==> config.mk <==
export PLATFORM = sky130hd
export DESIGN_NAME = canopen_emergency_reporter
export DESIGN_NICKNAME = d
export VERILOG_FILES = /design/src/emcy_pkg.sv /design/src/canopen_emergency_reporter.sv
export VERILOG_INCLUDE_DIRS = /design/src
export SDC_FILE = /design/constraint.sdc
export NUM_CORES = 1
export LEC_CHECK = 0
export BUFFER_PORTS_ARGS = -buffer_cell sky130_fd_sc_hd__buf_2
export CAP_MARGIN = 20
export CORE_MARGIN = 4
export CORE_UTILIZATION = 56
export DETAILED_ROUTE_END_ITERATION = 16
export PLACE_DENSITY = 0.86
export SYNTH_ARGS = -nofsm -noshare
export SYNTH_HDL_FRONTEND = slang
export SYNTH_SLANG_ARGS = --single-unit
==> constraint.sdc <==
create_clock -name clk -period 8.1 [get_ports clk]
set_input_delay 0.81 -clock clk [delete_from_list [all_inputs] [get_ports clk]]
set_output_delay 0.81 -clock clk [all_outputs]
set_load 0.1 [all_outputs]
==> src/emcy_params.svh <==
// constants of the emergency telegram reporter
`ifndef EMCY_PARAMS_SVH
`define EMCY_PARAMS_SVH
// ==========================================================
// telegram contents
`define EMCY_COB_BASE     11'h080
`define EMCY_CODE_COMM    16'h8100
`define EMCY_CODE_HW      16'h5000
`define EMCY_ERR_GENERIC  0
`define EMCY_ERR_COMM     4
`define EMCY_ERR_MANUF    7
`define EMCY_DEV_MODULE   0
`define EMCY_TRIG_WARN    8'h01
`define EMCY_TRIG_MODULE  8'h10
`define EMCY_TRIG_BUSOFF  8'h40
`define EMCY_TRIG_OTHER   8'hF0
// ==========================================================
// register offsets and reset values
`define EMCY_REG_CTRL     8'h00
`define EMCY_REG_BASE     8'h04
`define EMCY_REG_FAULTS   8'h08
`define EMCY_REG_STAT     8'h0C
`define EMCY_REG_CLR      8'h10
`define EMCY_REG_EN       8'h14
`define EMCY_CTRL_RST     1'h1
`define EMCY_IRQ_SENT     0
`define EMCY_IRQ_RAISE    1
`define EMCY_IRQ_ALLCLR   2
`endif

==> src/emcy_pkg.sv <==
// types of the emergency telegram reporter
`default_nettype none
`include "emcy_params.svh"
package emcy_pkg;
    typedef enum logic {
        ST_IDLE = 1'b0,
        ST_SEND = 1'b1
    } emcy_state_t;
    typedef logic [7:0]  byte_t;
    typedef logic [63:0] frame_t;

    // trigger byte for a fault source: 0-7 comm bits, 8-15 device bits
    function automatic byte_t trig_code(input logic [3:0] src);
        unique case (src)
            4'h7: trig_code = `EMCY_TRIG_WARN;
            4'h6: trig_code = `EMCY_TRIG_BUSOFF;
            4'h8: trig_code = `EMCY_TRIG_MODULE;
            default: trig_code = byte_t'({4'hF, src});
        endcase
    endfunction : trig_code
endpackage : emcy_pkg
`default_nettype wire

==> src/canopen_emergency_reporter.sv <==
// emergency telegram builder with register port and interrupt
//
// Added by the designer: the register offsets and the plain strobed port.
`timescale 1ns/10ps
`default_nettype none
`include "emcy_params.svh"
module canopen_emergency_reporter (
    // clock and reset
    input  wire logic            clk,
    input  wire logic            rst_n,
    // fault levels from detection logic, module details and node address
    input  wire logic [7:0]      comm_fault,
    input  wire logic [7:0]      device_fault_field,
    input  wire logic [7:0]      module_position,
    input  wire logic [7:0]      module_diag,
    input  wire logic [1:0]      module_channel,
    input  wire logic [6:0]      node_id,
    // telegram to the can controller
    output logic                 tx_valid,
    input  wire logic            tx_ready,
    output logic [10:0]          tx_id,
    output emcy_pkg::frame_t     tx_data,
    // register port
    input  wire logic [7:0]      reg_addr,
    input  wire logic [31:0]     reg_wdata,
    input  wire logic            reg_wr,
    input  wire logic            reg_rd,
    output logic [31:0]          reg_rdata,
    // interrupt
    output logic                 irq
);
    import emcy_pkg::*;

    // ==========================================================
    // state
    emcy_state_t  state_ff;
    logic         enable_ff;
    logic [10:0]  base_ff;
    logic [15:0]  prev_ff;
    logic [15:0]  raise_ff;
    logic [15:0]  clear_ff;
    logic [2:0]   stat_ff;
    logic [2:0]   irq_en_ff;
    logic [15:0]  cur;
    logic [15:0]  nxt_raise;
    logic [15:0]  nxt_clear;
    logic         go;
    logic         sel_raise;
    logic [3:0]   sel_idx;
    logic [15:0]  sel_mask;
    frame_t       nxt_data;
    byte_t        err_reg;
    logic         all_zero;
    logic [2:0]   ev;

    assign cur = {device_fault_field, comm_fault};

    // ==========================================================
    // fault edge tracking, set wins over consume
    always_comb begin
        nxt_raise = raise_ff;
        nxt_clear = clear_ff;
        if (go && sel_raise) begin
            nxt_raise = raise_ff & ~sel_mask;
        end
        if (go && !sel_raise) begin
            nxt_clear = clear_ff & ~sel_mask;
        end
        nxt_raise = nxt_raise | (cur & ~prev_ff);
        nxt_clear = nxt_clear | (~cur & prev_ff);
    end

    always_ff @(posedge clk or negedge rst_n) begin
        if (!rst_n) begin
            prev_ff  <= 16'h0000;
            raise_ff <= 16'h0000;
            clear_ff <= 16'h0000;
        end else begin
            prev_ff  <= cur;
            raise_ff <= nxt_raise;
            clear_ff <= nxt_clear;
        end
    end

    // ==========================================================
    // pick lowest pending source, new faults before cleared ones
    always_comb begin
        sel_raise = |raise_ff;
        sel_idx   = 4'h0;
        for (int i = 15; i >= 0; i--) begin
            if (sel_raise ? raise_ff[i] : clear_ff[i]) begin
                sel_idx = 4'(i);
            end
        end
        sel_mask = 16'h0001 << sel_idx;
    end

    assign go = enable_ff && (state_ff == ST_IDLE)
              && (|raise_ff || |clear_ff);

    // ==========================================================
    // telegram assembly from the faults still present
    always_comb begin
        err_reg = 8'h00;
        err_reg[`EMCY_ERR_GENERIC] = |cur;
        err_reg[`EMCY_ERR_COMM]    = |comm_fault;
        err_reg[`EMCY_ERR_MANUF]   = |cur;
        nxt_data = 64'h0;
        // code, register, comm, device, trigger, details
        if (sel_raise) begin
            nxt_data[15:0] = sel_idx[3] ? `EMCY_CODE_HW
                                        : `EMCY_CODE_COMM;
        end else begin
            nxt_data[15:0] = 16'h0000;
        end
        nxt_data[23:16] = err_reg;
        nxt_data[31:24] = comm_fault;
        nxt_data[39:32] = device_fault_field;
        nxt_data[47:40] = trig_code(sel_idx);
        if (device_fault_field[`EMCY_DEV_MODULE]) begin
            nxt_data[55:48] = module_position;
            nxt_data[63:56] = {module_diag[7:2], module_channel};
        end
        all_zero = !sel_raise && (cur == 16'h0000);
        if (all_zero) begin
            nxt_data = 64'h0;
        end
    end

    // ==========================================================
    // telegram hand-off, held until the controller accepts
    always_ff @(posedge clk or negedge rst_n) begin
        if (!rst_n) begin
            state_ff <= ST_IDLE;
            tx_valid <= 1'b0;
            tx_id    <= 11'h000;
            tx_data  <= 64'h0;
        end else begin
            unique case (state_ff)
                ST_IDLE: begin
                    if (go) begin
                        state_ff <= ST_SEND;
                        tx_valid <= 1'b1;
                        tx_id    <= base_ff + 11'(node_id);
                        tx_data  <= nxt_data;
                    end
                end
                ST_SEND: begin
                    if (tx_ready) begin
                        state_ff <= ST_IDLE;
                        tx_valid <= 1'b0;
                    end
                end
            endcase
        end
    end

    // ==========================================================
    // control registers
    always_ff @(posedge clk or negedge rst_n) begin
        if (!rst_n) begin
            enable_ff <= `EMCY_CTRL_RST;
            base_ff   <= `EMCY_COB_BASE;
            irq_en_ff <= 3'h0;
        end else if (reg_wr) begin
            if (reg_addr == `EMCY_REG_CTRL) begin
                enable_ff <= reg_wdata[0];
            end
            if (reg_addr == `EMCY_REG_BASE) begin
                base_ff <= reg_wdata[10:0];
            end
            if (reg_addr == `EMCY_REG_EN) begin
                irq_en_ff <= reg_wdata[2:0];
            end
        end
    end

    // status events of this cycle
    always_comb begin
        ev                   = 3'h0;
        ev[`EMCY_IRQ_SENT]   = tx_valid && tx_ready;
        ev[`EMCY_IRQ_RAISE]  = |(cur & ~prev_ff);
        ev[`EMCY_IRQ_ALLCLR] = go && all_zero;
    end

    // sticky events, set wins over write-one clear
    always_ff @(posedge clk or negedge rst_n) begin
        if (!rst_n) begin
            stat_ff <= 3'h0;
        end else begin
            if (reg_wr && reg_addr == `EMCY_REG_CLR) begin
                stat_ff <= (stat_ff & ~reg_wdata[2:0]) | ev;
            end else begin
                stat_ff <= stat_ff | ev;
            end
        end
    end

    // level interrupt from enabled status bits
    always_ff @(posedge clk or negedge rst_n) begin
        if (!rst_n) begin
            irq <= 1'b0;
        end else begin
            irq <= |(stat_ff & irq_en_ff);
        end
    end

    // read data one cycle after the strobe, zero when unmapped
    always_ff @(posedge clk or negedge rst_n) begin
        if (!rst_n) begin
            reg_rdata <= 32'h0000_0000;
        end else if (reg_rd) begin
            unique case (reg_addr)
                `EMCY_REG_CTRL:   reg_rdata <= {31'h0, enable_ff};
                `EMCY_REG_BASE:   reg_rdata <= {21'h0, base_ff};
                `EMCY_REG_FAULTS: reg_rdata <= {16'h0, prev_ff};
                `EMCY_REG_STAT:   reg_rdata <= {29'h0, stat_ff};
                `EMCY_REG_EN:     reg_rdata <= {29'h0, irq_en_ff};
                default:          reg_rdata <= 32'h0000_0000;
            endcase
        end else begin
            reg_rdata <= 32'h0000_0000;
        end
    end
endmodule : canopen_emergency_reporter
`default_nettype wire

==> flow_summary.ini, run 1 <==
[run_status]
outcome = finished, final reports clean

[final_layout]
final_util_pct = 68.2
antenna_cells_inserted = 0
final_nets = 868
fin_area_sq_mm = 0.00775
area_delta_synth_final_pct = 19.3
layout_common_cells = dfrtp_1 (137), buf_2 (137), nand2_1 (100), o21ai_0 (67), nor2_1 (34)
drive_gt1_share_pct = 26.2
final_cells = 930

[logic_synthesis]
syn_area_sq_mm = 0.00650
synth_ff_type = dfrtp_1
synth_area_leaders = dfrtp_1 (53%), nand2_1 (5.8%), o21ai_0 (5.2%)
syn_inst = 639
synth_cell_types = 57
post-synth-top-area-cell = dfrtp_1
synth_seq_cells = 139
avgSynthCellArea_sq_um = 10.2
synth_top_area_share_pct = 52.8
yosysSeqAreaShare_pct = 53.6
synth-async-reset-ratio_pct = 100
ys.warnings.count = 0
synth-edff-count = 0

[floorplan]
die_y_um = 116
start_util_pct = 57.1
ios = 195
rows = 39
chipWidth_um = 116
die_area_sq_mm = 0.0134
coreArea_sq_mm = 0.0114

[timing]
tightest_slew_ps = 1120
fin_tns_setup_ps = 0
period_share_pct = 46.2
maxSlewViolCount = 0
fmaxAchievable_ghz = 0.267
setup_viol = 0
rsz0062_at_grt = no
min_period_ps = 3740
hold_slack_ps = 382
finalHoldViolations = 0
worst_slew_margin_rel_pct = 24.5
fin_skew_ps = 8.72

[clocking]
hold_buffers = 0
post_cts_buffers = 0
clock_latency_ps = 420
cts_tree = yes
htreeDepth = 4
cts_resized = 0
clk_transition_reported_paths_ps = 60
clock-sinks = 139
cts_root_buffer = clkbuf_16
clockBufferDepth = 2
cts_buffers = 17

[power]
total_leakage_power_nw = 3.70
ir_drop_mv = 0.388
p_per_area_mw_per_mm2 = 394

[setup_path]
rr_worst_depth = 8
worstPathMaxFanout = 14
cp-start-kind = register
critical_path_class = register to register
critical_path_required_ps = 8410
cp.arrival_ps = 4050
critPathCaptureType = register

[global_routing]
met2_usage_pct = 41.9
grt_pass1_vias = 5221
use_met1_pct = 35.8
track_usage_pct = 26.3
grt_busiest_layer = met2
grt_max_degree = 74
grt_util_met3_pct = 6.27
grt-ovfl-total = 0
grt_pass1_wl_um = 26900
antenna_found_initial = 0

[min_path]
hold_class = input pin to asynchronous set/reset pin

[route]
drt_iter0_markers = 430
drc = 0
vias = 5275
drt_pre_antenna_iters = 5
via_per_inst = 5.67
wl_per_cell_um = 18.3
ant_nets = 0
wl_um = 17000

[flow_run]
maxCapViolations = 0

[place]
io_buffer_count = 138
gp_congestion = 0.939
placed_cell_area_sq_mm = 0.00715
placed_cells = 898
hpwlAfterDp_um = 12300
## cells by family (layout without fill, tap and decap cells)
group / count (synthesis) / in the layout / synth area share (%)
muxes: 18 / 18 / 3.29
DFF: 139 / 139 / 53.6
AOI/OAI and AO/OA: 165 / 165 / 17.4
xor gates and xnor gates: 6 / 6 / 0.809
adders and majority gates: 8 / 8 / 1.66
other: 1 / 33 / 0.0577
buffers and inverters: 86 / 202 / 7.41
and+or+nand+nor: 216 / 216 / 15.8
## critical path, stage by stage (launching register included)
cell and delay (ps):
dfrtp_1 430, or4_1 650, or4_4 640, o21ai_0 210, a31o_2 200, o211ai_1 140
nor3_1 930, nand3_1 190, a22o_1 240
## path summary, 6_finish.rpt
kind,slack (ps),to,from
min in group clk,470,tx_data[55]$_DFFE_PN0P_,tx_data[55]$_DFFE_PN0P_
setup reg to reg,4360,clear_ff[10]$_DFF_PN0_,raise_ff[13]$_DFF_PN0_
hold reg to reg,470,tx_data[55]$_DFFE_PN0P_,tx_data[55]$_DFFE_PN0P_
hold / removal,380,reg_rdata[10]$_DFF_PN0_,rst_n
max in group asynchronous,6380,base_ff[10]$_DFFE_PN0P_,rst_n
setup / recovery,4360,clear_ff[10]$_DFF_PN0_,raise_ff[13]$_DFF_PN0_
## final cells by class
| class | count | area [sq um] |
|---|---|---|
| Multi-Input combinational cell | 446 | 2660 |
| Clock buffer | 21 | 460 |
| Timing Repair Buffer | 142 | 727 |
| Tap cell | 143 | 179 |
| Sequential cell | 139 | 3480 |
| Fill cell | 881 | 3620 |
| Inverter | 28 | 105 |
| Clock inverter | 11 | 145 |
## Yosys cell counts (2+ instances only)
library cell	number
a211oi_1	4
a21boi_0	2
a21o_1	5
a21oi_1	20
a22o_1	31
a22oi_1	3
a31oi_1	2
a32o_1	2
and2_1	7
and3_1	5
buf_2	10
buf_4	39
clkbuf_1	9
dfrtp_1	137
dfstp_2	2
ha_1	7
inv_1	28
mux2_2	17
nand2_1	100
nand2b_1	12
nand3_1	19
nand4_1	6
nor2_1	34
nor2b_1	9
nor3_1	7
nor4_1	4
o21ai_0	67
o21ai_1	2
o31ai_1	11
o41ai_1	2
or4_1	4
or4_4	3
xnor2_1	2
xor2_1	4
## layer usage
layer | up-vias | part of all wire [%]
met1 | 2601 | 43
met2 | 200 | 50
met4 | 0 | 1.7
li1 | 2445 | -
met3 | 29 | 6.2
met5 | - | 0
## state kept, by name, summed over array words and instances, names as in the netlist, 3 cells and up
name / flops
reg_rdata: 16
irq_en_ff: 3
raise_ff: 16
tx_data: 43
base_ff: 11
clear_ff: 16
prev_ff: 16
tx_id: 11
stat_ff: 3
## stage by stage
stage	worst slack, ps	power, mW
4_1_cts	4440	3.07
3_5_place_dp	4460	2.27
2_1_floorplan	5180	2.07
3_3_place_gp	4500	2.25
6_report	4360	3.05
5_1_grt	4280	3.16
## power breakdown
group	internal, mW	total [mW]	switching [mW]
combinational	0.165	1.36	1.20
clock	0.499	0.791	0.291
sequential	0.825	0.899	0.0734
total	1.49	3.05	1.56
(Power assumes the default switching activity.)
==> run 2, diff against run 1 <==
--- a/config.mk
+++ b/config.mk
@@ -9,9 +9,9 @@
 export BUFFER_PORTS_ARGS = -buffer_cell sky130_fd_sc_hd__buf_2
 export CAP_MARGIN = 20
 export CORE_MARGIN = 4
-export CORE_UTILIZATION = 56
+export CORE_UTILIZATION = 47
 export DETAILED_ROUTE_END_ITERATION = 16
-export PLACE_DENSITY = 0.86
+export PLACE_DENSITY = 0.77
 export SYNTH_ARGS = -nofsm -noshare
 export SYNTH_HDL_FRONTEND = slang
 export SYNTH_SLANG_ARGS = --single-unit
==> constraint.sdc (replaced) <==
create_clock -name clk -period 3.1 [get_ports clk]
set_input_delay 0.31 -clock clk [delete_from_list [all_inputs] [get_ports clk]]
set_output_delay 0.31 -clock clk [all_outputs]
set_load 0.1 [all_outputs]
==> flow_summary.ini, run 2 (synthesis gave the netlist of run 1 again) <==
[run_status]
outcome = finished with violations
violations = hold timing, setup timing

[power]
p_per_area_mw_per_mm2 = 950
ir_drop_mv = 0.868
p_total_mw = 8.08
total_leakage_power_nw = 4.06

[timing]
finalHoldViolations = 31
fin_skew_ps = 6.23
fmaxAchievable_ghz = 0.320
hold_slack_ps = -51.1
min_period_ps = 3130
worst_slack_ps = -28.0
period_share_pct = 101
rsz0062_at_grt = yes
worst_slew_margin_rel_pct = 44.9
tightest_slew_ps = 827
maxSlewViolCount = 0
setup_viol = 4

[final_layout]
nFillCells = 1079
final_nets = 931
antenna_cells_inserted = 0
multi_input_area_sq_mm = 0.00281
seq_area_sq_mm = 0.00348
final_cells = 1026
area_delta_synth_final_pct = 30.9
layout_common_cells = dfrtp_1 (137), buf_2 (137), nand2_1 (98), o21ai_0 (59), buf_4 (58)
largest_reg_flops = 43
largest_register = tx_data
drive_gt1_share_pct = 34.1

[setup_path]
crit_path_top_delay_cell = or4_4
critical_path_class = register to register
cp_top_family = simple AND/OR/NAND/NOR gates
cp-start-kind = register
r2r-end = raise_ff[6]$_DFF_PN0_
crit_buf_inv = 2
critPathCapture = raise_ff[6]$_DFF_PN0_
critPathCaptureType = register
rrSetupSlack_ps = -30
cp-startpoint = raise_ff[12]$_DFF_PN0_
crit_chain = or4_4, or4_4, buf_12, o21ai_1, a31o_2, o211a_4, buf_6, nand2_8, or3_4, a21o_1
cp.arrival_ps = 3420
r2r-start = raise_ff[12]$_DFF_PN0_
rr_worst_depth = 10
crit_cells = 10
max_stage_delay_ps = 610
worstPathMaxFanout = 7
crit_top_cell = or4_4
critical_path_required_ps = 3390

[flow_run]
maxCapViolations = 0

[clocking]
clock_latency_ps = 410
clk_transition_reported_paths_ps = 60
clockBufferDepth = 2
cts_root_buffer = clkbuf_16
clock-sinks = 139
htreeDepth = 4
cts_buffers = 17
cts_tree = yes

[floorplan]
chipWidth_um = 126
start_util_pct = 48.5
die_area_sq_mm = 0.0158
ios = 195
rows = 42
die_y_um = 126
coreArea_sq_mm = 0.0134

[route]
drc = 0
drt_iter0_markers = 496
vias = 5655
drt_pre_antenna_iters = 5
wl_per_cell_um = 18.0
ant_nets = 0
wl_um = 18400
via_per_inst = 5.51

[place]
gp_congestion = 0.984
hpwlAfterDp_um = 13300
placed_cells = 980
io_buffer_count = 138

[global_routing]
antenna_found_initial = 0
track_usage_pct = 22.7
grt_max_degree = 94
grt_pass1_vias = 5394
grt_pass1_wl_um = 28400
grt-ovfl-total = 0

[min_path]
hold_class = input pin to asynchronous set/reset pin
## run 2: cell count changes in the layout (fill, tap and decap cells not counted), sizes merged
cell | before | now
inv | 28 | 29
clkinv | 5 | 4
clkinvlp | 3 | 2
bufinv | 3 | 4
buf | 142 | 205
## run 2: worst reg2reg max path, delay by kind of cell, from the launching register on
kind,cells,cell delay (ps)
buffers and inverters,2,310
AO/OA/AOI/OAI,4,720
AND/OR/NAND/NOR,4,1610
flip-flops,1,370
## run 2: final cells by class
cell class	instances	area share (%)
Clock buffer	21	5.29
Clock inverter	11	1.97
Inverter	28	1.24
Multi-Input combinational cell	446	33.0
Sequential cell	139	40.9
Tap cell	176	2.59
Timing Repair Buffer	205	15.0
## run 2: timing repair
item	in CTS	in global routing
hold buffers	0	0
pin swaps	13	23
setup buffers	5	9
endpoints found under the setup margin	28	36
gates resized for setup	14	30
## run 2: routing by layer
| layer | global-route usage (%) | up-vias | wire length [um] |
|---|---|---|---|
| li1 | - | 2579 | - |
| met1 | 30.1 | 2756 | 7540 |
| met2 | 35.9 | 268 | 8910 |
| met3 | 4.78 | 52 | 1330 |
| met4 | 10.3 | 0 | 651 |
| met5 | 0 | - | 0 |
## run 2: worst min path at each step
stage / endpoint / slack, ps / cells past startpoint
global placement: tx_data[24]$_DFFE_PN0P_ / 440 / 1
finish: tx_data[26]$_DFFE_PN0P_ / -50 / 1
floorplan: base_ff[0]$_DFFE_PN0P_ / 10 / 0
global route: prev_ff[3]$_DFF_PN0_ / 10 / 1
detailed placement: tx_data[25]$_DFFE_PN0P_ / 440 / 1
CTS: tx_data[25]$_DFFE_PN0P_ / 2 / 1
## run 2: where the power goes
part           leakage [nW]  internal [mW]  switching, mW  total [mW]
sequential             1.61           2.16          0.200        2.36
combinational          2.16          0.465           3.14        3.61
clock                 0.297           1.37          0.749        2.12
total                  4.06           3.99           4.09        8.08
## run 2: metrics by stage
stage	worst slack (ps)	cell area [sq um]	hold WS, ps	TNS [ps]	util [%]
2_1_floorplan	185	6620	14.4	0	-
3_3_place_gp	-152	7590	440	-1330	56.7
3_5_place_dp	-202	7590	438	-1980	56.7
4_1_cts	-4.78	8320	2.17	-9.48	62.1
5_1_grt	-180	8510	10.6	-1690	63.5
6_report	-28.0	8510	-51.1	-50.4	63.5
